`config.mk`:
```
export PLATFORM = sky130hd
export DESIGN_NAME = dtfs_top
export DESIGN_NICKNAME = d
export VERILOG_FILES = /design/src/verilog/dtfs_pkg.sv /design/src/verilog/dtfs_fifo.sv /design/src/verilog/dtfs_top.sv
export SDC_FILE = /design/constraint.sdc
export NUM_CORES = 1
export LEC_CHECK = 0
export BUFFER_PORTS_ARGS = -buffer_cell sky130_fd_sc_hd__buf_2
export CORE_MARGIN = 5
export CORE_UTILIZATION = 50
export CTS_CLUSTER_DIAMETER = 150
export CTS_CLUSTER_SIZE = 30
export DETAILED_ROUTE_END_ITERATION = 8
export GPL_TIMING_DRIVEN = 0
export PLACE_DENSITY = 0.8
export SYNTH_ARGS = -nofsm -noshare
export SYNTH_HDL_FRONTEND = slang
export SYNTH_SLANG_ARGS = --single-unit
export TNS_END_PERCENT = 20
```
`constraint.sdc`:
```
create_clock -name CORE_CLK -period 7.1 [get_ports CORE_CLK]
set_input_delay 0 -clock CORE_CLK [delete_from_list [all_inputs] [get_ports CORE_CLK]]
set_output_delay 0 -clock CORE_CLK [all_outputs]
set_load 0.01 [all_outputs]
```
`src/verilog/dtfs_pkg.sv`:
```
`default_nettype none
// ---------------------------------------------------------------
// shared constants for the tone frame substitution block
// ---------------------------------------------------------------
package dtfs_pkg;
   // register offsets on the internal register port
   localparam logic [7:0] ADDR_CODER_CFG = 8'h07;
   localparam logic [7:0] ADDR_TONE_SEND = 8'h08;
   localparam logic [7:0] ADDR_CODER_CTRL = 8'h11;
   localparam logic [7:0] ADDR_RX_CODE = 8'h37;
   // field positions
   localparam int CFG_FMT_BIT = 7; // code format select
   localparam int CTRL_RX_EN_BIT = 5; // tone reception enable
   localparam int CTRL_REGEN_BIT = 6; // regenerate tone, else silence
   localparam int CTRL_AUTO_BIT = 11; // auto tone detect enable
   localparam int SEND_CODE_LSB = 0; // host code, bits 3:0
   localparam int SEND_CNT_LSB = 4; // frame count, bits 7:4
   // field values
   localparam logic [3:0] SEND_CNT_OFF = 4'h0; // direct sending off
   localparam logic [3:0] SEND_CNT_CONT = 4'hF; // continuous sending
   localparam logic [3:0] SEND_CNT_ONE = 4'h1; // decrement step
   // values after reset
   localparam logic [7:0] CFG_RST = 8'h00;
   localparam logic [7:0] SEND_RST = 8'h00;
   localparam logic [15:0] CTRL_RST = 16'h0000;
   localparam logic [3:0] RX_CODE_RST = 4'h0;
   // frame sizes
   localparam int FRAME_W = 56; // coded voice frame bits
   localparam int FIFO_DEPTH = 8; // outgoing frame buffer depth
   // outgoing frame kind
   typedef enum logic [0:0] {
      FRM_VOICE = 1'b0,
      FRM_TONE = 1'b1
   } dtfs_frame_t;
   // audio output state of the decode side
   typedef enum logic [1:0] {
      AUD_VOICE = 2'b00,
      AUD_TONE = 2'b01,
      AUD_SILENCE = 2'b10
   } dtfs_audio_t;
endpackage
`default_nettype wire

```
`src/verilog/dtfs_fifo.sv`:
```
`default_nettype none
// ---------------------------------------------------------------
// small flop based fifo with valid/ready on both sides
// ---------------------------------------------------------------
module dtfs_fifo #(
   parameter int WIDTH = 57,
   parameter int DEPTH = 8
) (
   input wire logic clk,
   input wire logic srst,
   input wire logic in_valid,
   output logic in_ready,
   input wire logic [WIDTH-1:0] in_data,
   output logic out_valid,
   input wire logic out_ready,
   output logic [WIDTH-1:0] out_data
);
   localparam int AW = (DEPTH > 1) ? $clog2(DEPTH) : 1;
   localparam logic [AW:0] DEPTH_C = (AW+1)'(DEPTH); // fill level that means full

   logic [WIDTH-1:0] mem_r [DEPTH]; // storage words
   logic [AW-1:0] wr_ptr_r; // write index
   logic [AW-1:0] rd_ptr_r; // read index
   logic [AW:0] count_r; // words held
   logic push; // word accepted
   logic pop; // word delivered

   assign in_ready = (count_r != DEPTH_C);
   assign out_valid = (count_r != '0);
   assign push = in_valid && in_ready;
   assign pop = out_valid && out_ready;
   assign out_data = mem_r[rd_ptr_r];

   // write side
   always_ff @(posedge clk) begin
      if (push) begin
         mem_r[wr_ptr_r] <= in_data;
      end
   end

   // pointers and fill level
   always_ff @(posedge clk) begin
      if (srst) begin
         wr_ptr_r <= '0;
         rd_ptr_r <= '0;
         count_r <= '0;
      end else begin
         if (push) begin
            wr_ptr_r <= (wr_ptr_r == AW'(DEPTH - 1)) ? '0 : wr_ptr_r + 1'b1;
         end
         if (pop) begin
            rd_ptr_r <= (rd_ptr_r == AW'(DEPTH - 1)) ? '0 : rd_ptr_r + 1'b1;
         end
         case ({push, pop})
            2'b10: count_r <= count_r + 1'b1;
            2'b01: count_r <= count_r - 1'b1;
            default: count_r <= count_r;
         endcase
      end
   end
endmodule // dtfs_fifo
`default_nettype wire

```
`src/verilog/dtfs_top.sv`:
```
`default_nettype none
// What this block does
// - tone frames only in half duplex operation
// - encoder may replace voice frames with tone frames
// - auto bit sends detected tones as tone frames
// - direct mode carries host code bits 3:0
// - bits 7:4 count frames; 0 off, F continuous
// - direct host code wins over auto detection
// - decoder recognises incoming tone frames when enabled
// - bits 5,6 set: store code, regenerate tone
// - bit 5 only: store code, output silence
// - config bit 7 selects code format
// - first format maps D,1-9,0,star,hash,A-C
// - keypad format: row bits 3:2, column 1:0
module dtfs_top
   import dtfs_pkg::*;
#(
   parameter int FRAME_BITS = FRAME_W,
   parameter int BUF_DEPTH = FIFO_DEPTH
) (
   input wire logic CORE_CLK,
   input wire logic SRST,
   input wire logic HALF_DUPLEX,
   input wire logic REG_WR,
   input wire logic REG_RD,
   input wire logic [7:0] REG_ADDR,
   input wire logic [15:0] REG_WDATA,
   output logic [15:0] REG_RDATA,
   output logic REG_RVALID,
   input wire logic TONE_DET,
   input wire logic [1:0] TONE_ROW,
   input wire logic [1:0] TONE_COL,
   input wire logic VOICE_VALID,
   output logic VOICE_READY,
   input wire logic [FRAME_BITS-1:0] VOICE_DATA,
   output logic ENC_VALID,
   input wire logic ENC_READY,
   output logic ENC_IS_TONE,
   output logic [FRAME_BITS-1:0] ENC_DATA,
   input wire logic DEC_VALID,
   input wire logic DEC_IS_TONE,
   input wire logic [FRAME_BITS-1:0] DEC_DATA,
   output logic DEC_VOICE_VALID,
   output logic [FRAME_BITS-1:0] DEC_VOICE_DATA,
   output logic TONE_GEN_EN,
   output logic [1:0] TONE_GEN_ROW,
   output logic [1:0] TONE_GEN_COL,
   output logic AUDIO_SILENCE
);
   // ---------------------------------------------------------------
   // code format conversion
   // ---------------------------------------------------------------
   // keypad position (row,col) to code in the selected format
   function automatic logic [3:0] key_to_code(input logic fmt_keypad, input logic [3:0] key);
      logic [3:0] c;
      c = 4'h0;
      if (fmt_keypad) begin
         c = key;
      end else begin
         case (key)
            4'h0: c = 4'h1; // 1
            4'h1: c = 4'h2; // 2
            4'h2: c = 4'h3; // 3
            4'h3: c = 4'hD; // A
            4'h4: c = 4'h4; // 4
            4'h5: c = 4'h5; // 5
            4'h6: c = 4'h6; // 6
            4'h7: c = 4'hE; // B
            4'h8: c = 4'h7; // 7
            4'h9: c = 4'h8; // 8
            4'hA: c = 4'h9; // 9
            4'hB: c = 4'hF; // C
            4'hC: c = 4'hB; // star
            4'hD: c = 4'hA; // 0
            4'hE: c = 4'hC; // hash
            default: c = 4'h0; // D
         endcase
      end
      return c;
   endfunction

   // code in the selected format to keypad position (row,col)
   function automatic logic [3:0] code_to_key(input logic fmt_keypad, input logic [3:0] code);
      logic [3:0] k;
      k = 4'h0;
      if (fmt_keypad) begin
         k = code;
      end else begin
         case (code)
            4'h0: k = 4'hF; // D
            4'h1: k = 4'h0; // 1
            4'h2: k = 4'h1; // 2
            4'h3: k = 4'h2; // 3
            4'h4: k = 4'h4; // 4
            4'h5: k = 4'h5; // 5
            4'h6: k = 4'h6; // 6
            4'h7: k = 4'h8; // 7
            4'h8: k = 4'h9; // 8
            4'h9: k = 4'hA; // 9
            4'hA: k = 4'hD; // 0
            4'hB: k = 4'hC; // star
            4'hC: k = 4'hE; // hash
            4'hD: k = 4'h3; // A
            4'hE: k = 4'h7; // B
            default: k = 4'hB; // C
         endcase
      end
      return k;
   endfunction

   // ---------------------------------------------------------------
   // register file
   // ---------------------------------------------------------------
   logic [7:0] cfg_r; // coder_configuration
   logic [7:0] send_r; // tone_send_control, count field counts down
   logic [15:0] ctrl_r; // coder_control
   logic [3:0] rx_code_r; // received_tone_code
   logic [15:0] rdata_r; // read data word
   logic rvalid_r; // read answer strobe
   logic wr_send; // host write to tone_send_control
   logic [3:0] send_cnt; // remaining direct frames
   logic [3:0] send_code; // host supplied code
   logic fmt_keypad; // keypad row/column format selected

   assign wr_send = REG_WR && (REG_ADDR == ADDR_TONE_SEND);
   assign send_cnt = send_r[SEND_CNT_LSB +: 4];
   assign send_code = send_r[SEND_CODE_LSB +: 4];
   assign fmt_keypad = cfg_r[CFG_FMT_BIT];

   // configuration and control writes
   always_ff @(posedge CORE_CLK) begin
      if (SRST) begin
         cfg_r <= CFG_RST;
         ctrl_r <= CTRL_RST;
      end else if (REG_WR) begin
         if (REG_ADDR == ADDR_CODER_CFG) begin
            cfg_r <= REG_WDATA[7:0];
         end
         if (REG_ADDR == ADDR_CODER_CTRL) begin
            ctrl_r <= REG_WDATA;
         end
      end
   end

   // read port, only the received code is readable
   // every strobe is answered, so the host never waits on an unmapped offset
   // write only registers read back as zero, they hold no readable state
   always_ff @(posedge CORE_CLK) begin
      if (SRST) begin
         rdata_r <= 16'h0000;
         rvalid_r <= 1'b0;
      end else begin
         rvalid_r <= REG_RD;
         if (REG_RD) begin
            // unmapped or write only offsets read zero
            rdata_r <= (REG_ADDR == ADDR_RX_CODE) ? {12'h000, rx_code_r} : 16'h0000;
         end
      end
   end

   assign REG_RDATA = rdata_r;
   assign REG_RVALID = rvalid_r;

   // ---------------------------------------------------------------
   // encode side: frame substitution
   // ---------------------------------------------------------------
   logic tone_ok; // tone facility allowed
   logic frame_slot; // one outgoing frame taken this cycle
   logic direct_on; // direct sending active
   logic auto_on; // auto detected tone present
   logic fifo_in_ready; // buffer can take a frame
   logic [FRAME_BITS:0] enc_word; // {kind, frame} into buffer
   logic [FRAME_BITS:0] fifo_out; // {kind, frame} out of buffer
   dtfs_frame_t enc_kind; // kind of the frame being built
   logic [3:0] enc_code; // code carried by a tone frame

   assign tone_ok = HALF_DUPLEX;
   assign VOICE_READY = fifo_in_ready;
   assign frame_slot = VOICE_VALID && fifo_in_ready;
   assign direct_on = tone_ok && (send_cnt != SEND_CNT_OFF);
   assign auto_on = tone_ok && ctrl_r[CTRL_AUTO_BIT] && TONE_DET;

   // pick frame kind and code, direct mode first
   // kind is fixed in the taking cycle, a later host write
   // never alters a frame already waiting in the buffer
   always_comb begin
      enc_kind = FRM_VOICE;
      enc_code = 4'h0;
      if (direct_on) begin
         enc_kind = FRM_TONE;
         enc_code = send_code;
      end else if (auto_on) begin
         enc_kind = FRM_TONE;
         enc_code = key_to_code(fmt_keypad, {TONE_ROW, TONE_COL});
      end
   end

   // tone frame replaces the voice frame in its slot
   always_comb begin
      if (enc_kind == FRM_TONE) begin
         enc_word = {1'b1, {(FRAME_BITS-4){1'b0}}, enc_code};
      end else begin
         enc_word = {1'b0, VOICE_DATA};
      end
   end

   // direct frame counter, host write reloads it
   // host write wins over the decrement so a reload is never lost
   // a count of F never decrements, giving continuous tone frames
   always_ff @(posedge CORE_CLK) begin
      if (SRST) begin
         send_r <= SEND_RST;
      end else if (wr_send) begin
         send_r <= REG_WDATA[7:0];
      end else if (frame_slot && direct_on && (send_cnt != SEND_CNT_CONT)) begin
         send_r[SEND_CNT_LSB +: 4] <= send_cnt - SEND_CNT_ONE;
      end
   end

   // outgoing frame buffer
   // the sink may stall, the buffer holds up to BUF_DEPTH frames, then VOICE_READY drops and the coder is held
   dtfs_fifo #(
      .WIDTH(FRAME_BITS + 1),
      .DEPTH(BUF_DEPTH)
   ) u_fifo (
      .clk(CORE_CLK),
      .srst(SRST),
      .in_valid(VOICE_VALID),
      .in_ready(fifo_in_ready),
      .in_data(enc_word),
      .out_valid(ENC_VALID),
      .out_ready(ENC_READY),
      .out_data(fifo_out)
   );

   assign ENC_IS_TONE = fifo_out[FRAME_BITS];
   assign ENC_DATA = fifo_out[FRAME_BITS-1:0];

   // ---------------------------------------------------------------
   // decode side: tone frame handling
   // ---------------------------------------------------------------
   logic rx_tone; // received tone frame to be handled
   logic [3:0] rx_key; // keypad position of received code
   dtfs_audio_t aud_r; // current audio output state
   logic [3:0] gen_key_r; // regenerated tone position
   logic dv_valid_r; // decoded voice frame strobe
   logic [FRAME_BITS-1:0] dv_data_r; // decoded voice frame

   assign rx_tone = DEC_VALID && DEC_IS_TONE && tone_ok && ctrl_r[CTRL_RX_EN_BIT];
   assign rx_key = code_to_key(fmt_keypad, DEC_DATA[3:0]);

   // received code holds until the next handled tone frame
   always_ff @(posedge CORE_CLK) begin
      if (SRST) begin
         rx_code_r <= RX_CODE_RST;
      end else if (rx_tone) begin
         rx_code_r <= DEC_DATA[3:0];
      end
   end

   // audio state follows each received frame
   // a tone frame refused by duplex mode or enable is treated as voice
   // and clears any tone or silence left by an earlier frame
   always_ff @(posedge CORE_CLK) begin
      if (SRST) begin
         aud_r <= AUD_VOICE;
         gen_key_r <= 4'h0;
      end else if (DEC_VALID) begin
         case ({rx_tone, ctrl_r[CTRL_REGEN_BIT]})
            2'b11: begin
               aud_r <= AUD_TONE;
               gen_key_r <= rx_key;
            end
            2'b10: begin
               aud_r <= AUD_SILENCE;
            end
            default: begin
               aud_r <= AUD_VOICE;
            end
         endcase
      end
   end

   // voice frames pass on to the speech decoder
   // handled tone frames are swallowed here, never passed as speech
   always_ff @(posedge CORE_CLK) begin
      if (SRST) begin
         dv_valid_r <= 1'b0;
         dv_data_r <= '0;
      end else begin
         dv_valid_r <= DEC_VALID && !rx_tone;
         if (DEC_VALID && !rx_tone) begin
            dv_data_r <= DEC_DATA;
         end
      end
   end

   assign DEC_VOICE_VALID = dv_valid_r;
   assign DEC_VOICE_DATA = dv_data_r;
   assign TONE_GEN_EN = (aud_r == AUD_TONE);
   assign TONE_GEN_ROW = gen_key_r[3:2];
   assign TONE_GEN_COL = gen_key_r[1:0];
   assign AUDIO_SILENCE = (aud_r == AUD_SILENCE);
endmodule // dtfs_top
`default_nettype wire

```
Word level (Yosys, flattened, before mapping)
Memory sizes are Yosys's and may differ from the RTL's. A register that Yosys moved wholly into a read port is not among the register bits.
Index checks and enable logic that the tools add are counted.
{ "word_totals": {"ramBits": 456, "wordCells": 74, "register_bits": 122, "rom_bits": 128, "n_memories": 3} }
{ "mem_list": {"columns": ["memory", "depth", "width", "read_ports", "rd_ports_with_merged_regs", "wr", "line_no", "source"], "rows": [
  ["u_fifo.mem_r", 8, 57, 1, 1, 1, "dtfs_fifo.sv:21", "logic [WIDTH-1:0] mem_r [DEPTH];"],
  ["(name not given)", 16, 4, 1, 0, 0, "dtfs_top.sv:89", "case (code)"],
  ["(name not given)", 16, 4, 1, 0, 0, "dtfs_top.sv:60", "case (key)"]
]} }
{ "classes": {"n_eq_ne": 14, "n_addsub": 5, "n_mux": 18, "n_reduce_logical": 20} }
{ "op_table": {"columns": ["operator", "count"], "rows": [
  ["2-to-1 mux 57 bit", 1],
  ["2-to-1 mux 4 bit", 7],
  ["logical AND 1 bit", 12],
  ["2-to-1 mux 3 bit", 4],
  ["equality test 2 bit, second input constant", 4],
  ["equality test 8 x 3 -> 1 bit, second input constant", 1],
  ["equality test 8 x 4 -> 1 bit, second input constant", 1],
  ["equality test 8 x 5 -> 1 bit, second input constant", 1],
  ["equality test 8 x 6 -> 1 bit, second input constant", 1],
  ["!= test 4 bit, second input constant", 2],
  ["one-hot mux 4 bit (2 select lines)", 1],
  ["nonzero test 4 bit", 2],
  ["subtractor 4 x 1 -> 4 bit, second input constant", 2],
  ["adder 3 x 1 -> 3 bit, second input constant", 2],
  ["equality test 3 bit, second input constant", 2],
  ["AND reduction 2 bit", 3],
  ["adder 4 x 1 -> 4 bit, second input constant", 1],
  ["equality test 2 x 1 -> 1 bit, second input constant", 2],
  ["2-to-1 mux 1 bit", 4],
  ["one-hot mux 2 bit (2 select lines)", 1],
  ["nonzero test 2 bit", 2],
  ["logical NOT 1 bit", 1]
]} }

Logic depth before layout (Yosys ltp)
{ "depth": {"word_depth": 6, "mapped_depth": 12, "depth_no_buf": 10} }

By module
Synthesis repeated with hierarchy kept, for this count alone.
{ "unflattened": {"cells_unflattened": 1259, "hier_area_um2": 21862.2} }
{ "by_module_without_submodules": {"columns": ["mod", "n_inst", "seq_area_each_um2", "cells_per_inst", "area_each_um2"], "rows": [
  ["dtfs_fifo", 1, 13953.4, 736, 17759.5],
  ["dtfs_top", 1, 1681.6, 523, 4102.7]
]} }

Least setup slack after synthesis
Ideal clock, no wire load.
{ "synth_timing": {"path_type": "register -> register", "startpoint": "reg u_fifo.count_r[1]", "endpoint": "mem u_fifo.mem_r[0][0] (enable)", "t_arrival_ps": 6272, "setup_time_ps": 613, "synth_period_minus_slack_ps": 6885, "slack_ps": 215, "t_required_ps": 6487, "stages_incl_launch_ff": 7, "cell_sequence": "dfxtp_1 > buf_6 > or4b_4 > and2_4 > buf_6 > inv_2 > nor4_1"} }
{ "synth_via": {"elab_chain_len": 4} }
{ "synth_rtl": {"columns": ["item", "line_no", "source"], "rows": [
  ["from (decl)", "dtfs_fifo.sv:24", "logic [AW:0] count_r;"],
  ["from (signal assigned)", "dtfs_fifo.sv:55", "2'b10: count_r <= count_r + 1'b1;"],
  ["from (signal assigned)", "dtfs_fifo.sv:56", "2'b01: count_r <= count_r - 1'b1;"],
  ["from (signal assigned)", "dtfs_fifo.sv:57", "default: count_r <= count_r;"],
  ["!= test 4 bit", "dtfs_fifo.sv:28", "assign in_ready = (count_r != DEPTH_C);"],
  ["via VOICE_READY", "dtfs_top.sv:34", "output logic VOICE_READY,"],
  ["logical AND 1 bit", "dtfs_fifo.sv:30", "assign push = in_valid && in_ready;"],
  ["2-to-1 mux 1 bit", "dtfs_fifo.sv:36", "if (push) begin"],
  ["2-to-1 mux 1 bit (implied by the code)", "dtfs_fifo.sv:37", "mem_r[wr_ptr_r] <= in_data;"],
  ["to (decl)", "dtfs_fifo.sv:21", null]
]} }
The timed path passes the listed nets, and every way through them passes these cells.

==> impl_metrics.env <==
export IMPL_nFillCells=2993
export IMPL_wl_per_cell_um=22.2
export IMPL_worstMarginPinSlew_ps=1030
export IMPL_routed_via_density=5.52
export IMPL_slew_viol_final=0
export IMPL_crit_chain="clkbuf_1 -> buf_2 -> buf_1 -> mux4_2 -> mux2_2 -> buf_2"
export IMPL_finalHoldWorstSlack_ps=39.3
export IMPL_first_pass_iters=7
export IMPL_grt_pass1_vias=13800
export IMPL_clockBufferDepth=3
export IMPL_r2r_start="u_fifo.count_r[1]"
export IMPL_drtIter0Drc=1206
export IMPL_ys_ff_latch=553
export IMPL_drcViolationCount=0
export IMPL_die_area_sq_um=47800
export IMPL_rsz0062_at_grt="false"
export IMPL_critPathMaxStageDelay_ps=630
export IMPL_fmax_ghz=0.310
export IMPL_dp_hpwl_mm=34.4
export IMPL_cpMostUsedCell="buf_2"
export IMPL_initial_core_util_pct=50.5
export IMPL_ios=289
export IMPL_arrival_ps=3230
export IMPL_crit_family="buffers and inverters"
export IMPL_numPortBuffers=266
export IMPL_path_buf_inv=4
export IMPL_gp_congestion=0.856
export IMPL_syn_area_sq_um=21800
export IMPL_synthArstFlopShare_pct=0
export IMPL_cap_violations=0
export IMPL_root_buffer="clkbuf_16"
export IMPL_slew_headroom_pct=31.0
export IMPL_num_vias=12900
export IMPL_period_share_pct=45.5
export IMPL_clk_pin_slew_ps=120
export IMPL_layout_cells_non_filler=2339
export IMPL_ir_worst_vdd_v=0.000211
export IMPL_drt_total_wl_mm=51.9
export IMPL_antenna_found_initial=3
export IMPL_avgSynthCellArea_sq_um=17.2
export IMPL_synth_distinct_cells=46
export IMPL_hold_viol=0
export IMPL_synth_warnings=0
export IMPL_clock_latency_ps=580
export IMPL_crit_path_end_kind="primary output"
export IMPL_mostFrequentLayoutCell="edfxtp_1"
export IMPL_die_x_um=219
export IMPL_grt_max_degree=32
export IMPL_cts_hold_buffers=137
export IMPL_power_density_nw_per_um2=267
export IMPL_cts_buffers=22
export IMPL_overflow=0
export IMPL_hold_start="VOICE_DATA[2]"
export IMPL_outcome="finished clean"
export IMPL_critPathMaxFanout=10
export IMPL_cts_sinks=553
export IMPL_syn2layout_area_growth_pct=21.5
export IMPL_finClkSkew_ps=13.7
export IMPL_finalCriticalPeriod_ps=3230
export IMPL_criticalPathCategory="reg2out"
export IMPL_num_nets_final=1919
export IMPL_cts_tree="done"
export IMPL_drive_above_1_share_pct=31.4
export IMPL_hold_path_class="in2reg"
export IMPL_worstPathRequired_ps=7100
export IMPL_grt_usage_pct=21.5
export IMPL_ctsResizeCount=0
export IMPL_synth_seq_area_share_pct=71.9
export IMPL_cp_start_kind="register"
export IMPL_grt_first_pass_wirelength_mm=79.1
export IMPL_dp_cells=2172
export IMPL_synth_main_ff_cell="edfxtp_1"
export IMPL_setup_viol=0
export IMPL_cpMaxStageDelayCell="buf_1"
export IMPL_ant_nets=0
export IMPL_syn_instance_count=1268
export IMPL_synth_edf_count=456
export IMPL_p_leak_nw=9.33
export IMPL_std_cell_rows=76
export IMPL_core_area_sq_um=43100
export IMPL_cts_setup_buffers=0
export IMPL_cts_max_level=1
export IMPL_layout_common_cells="edfxtp_1, buf_2, nand2_1, dlygate4sd3_1, mux4_2"
export IMPL_chipHeight_um=219
final timing paths:
check	end	slack, ps	cells after the start
worst min register to register	DEC_VOICE_DATA[16]	470	2
worst max-delay path	ENC_DATA[20]	3870	6
worst min-delay path	u_fifo.mem_r[6][2]	40	2
worst max register to register	u_fifo.count_r[3]	4220	12
through the flow:
step | TNS (ps) | total power [mW] | instance area [sq um] | setup slack (ps) | util, %
global placement | -739990 | 5.53 | 23900 | -4930 | 55.4
floorplan | 0 | 5.01 | 21800 | 215 | -
finish | 0 | 7.07 | 26400 | 3870 | 61.4
detailed placement | 0 | 5.58 | 24500 | 4210 | 56.8
global route | 0 | 7.37 | 26400 | 3720 | 61.4
CTS | 0 | 7.14 | 26400 | 3810 | 61.4
sequential cells by signal (all words and copies together), names as in the netlist, 2 cells and up, named ones only:
name             count
DEC_VOICE_DATA      56
ctrl_r               3
send_r               8
u_fifo.wr_ptr_r      3
u_fifo.mem_r       456
rx_code_r            4
REG_RDATA            4
aud_r                2
u_fifo.count_r       4
u_fifo.rd_ptr_r      3
gen_key_r            4
cell type report:
class	count	area, sq um	area share [%]
clock buffers	27	569	2.15
plain buffers	83	413	1.56
flip-flops and latches	553	15600	59.1
multi-input cells	627	5740	21.7
diodes	1	2.50	0.00946
inverters	16	60.1	0.227
well taps	585	732	2.77
clock inverters	2	36.3	0.137
repair buffers	445	3260	12.3
power by group:
| group | internal [mW] | switching [mW] |
|---|---|---|
| sequential | 3.75 | 0.0554 |
| combinational | 0.852 | 0.894 |
| clock | 0.584 | 0.936 |
cell families after synthesis:
logic type | count (synthesis) | share of synthesized area, %
compound gates | 114 | 2.90
simple gates | 290 | 6.26
fa+ha+maj | 21 | 1.21
mux | 183 | 15.3
buf+inv | 99 | 2.17
flops | 553 | 71.9
xor+xnor | 7 | 0.282
other cells | 1 | 0.0172
metal layers:
layer  track usage (%)  wire (um)
met2              37.7      26100
met1              27.8      20200
met3              4.28       4160
met4              5.40       1380
met5                 0         25
cell usage after synthesis (3+ instances only):
master / n / area (sq um)
edfxtp_1: 456 / 13700
nand2_1: 141 / 529
mux4_2: 114 / 2570
dfxtp_1: 97 / 1940
a21oi_1: 84 / 420
mux2_2: 57 / 642
and2_1: 53 / 332
nor2_1: 44 / 165
clkbuf_1: 39 / 146
ha_1: 21 / 263
buf_4: 19 / 143
inv_1: 15 / 56.3
buf_2: 12 / 60.1
mux2i_1: 12 / 120
o21ai_0: 12 / 60.1
buf_1: 11 / 41.3
nor2b_1: 11 / 68.8
nor3_1: 10 / 50.1
nand2b_1: 6 / 37.5
nand3_1: 5 / 25.0
xor2_1: 5 / 43.8
a211oi_1: 4 / 30.0
a311oi_1: 3 / 26.3
nand4_1: 3 / 18.8
nor3b_1: 3 / 22.5
o31ai_1: 3 / 22.5
worst reg2reg max path: stages, from the launching register on:
cell and delay, ps:
dfxtp_1 320, buf_6 130, or4b_4 510, and2_4 170, buf_6 130, inv_2 180
ha_1 260, clkbuf_1 190, nor4b_1 380, o21ai_0 170, o31ai_1 120, xnor2_1 170
nor2_1 50
Note: power is estimated with default switching activity, not from simulation.
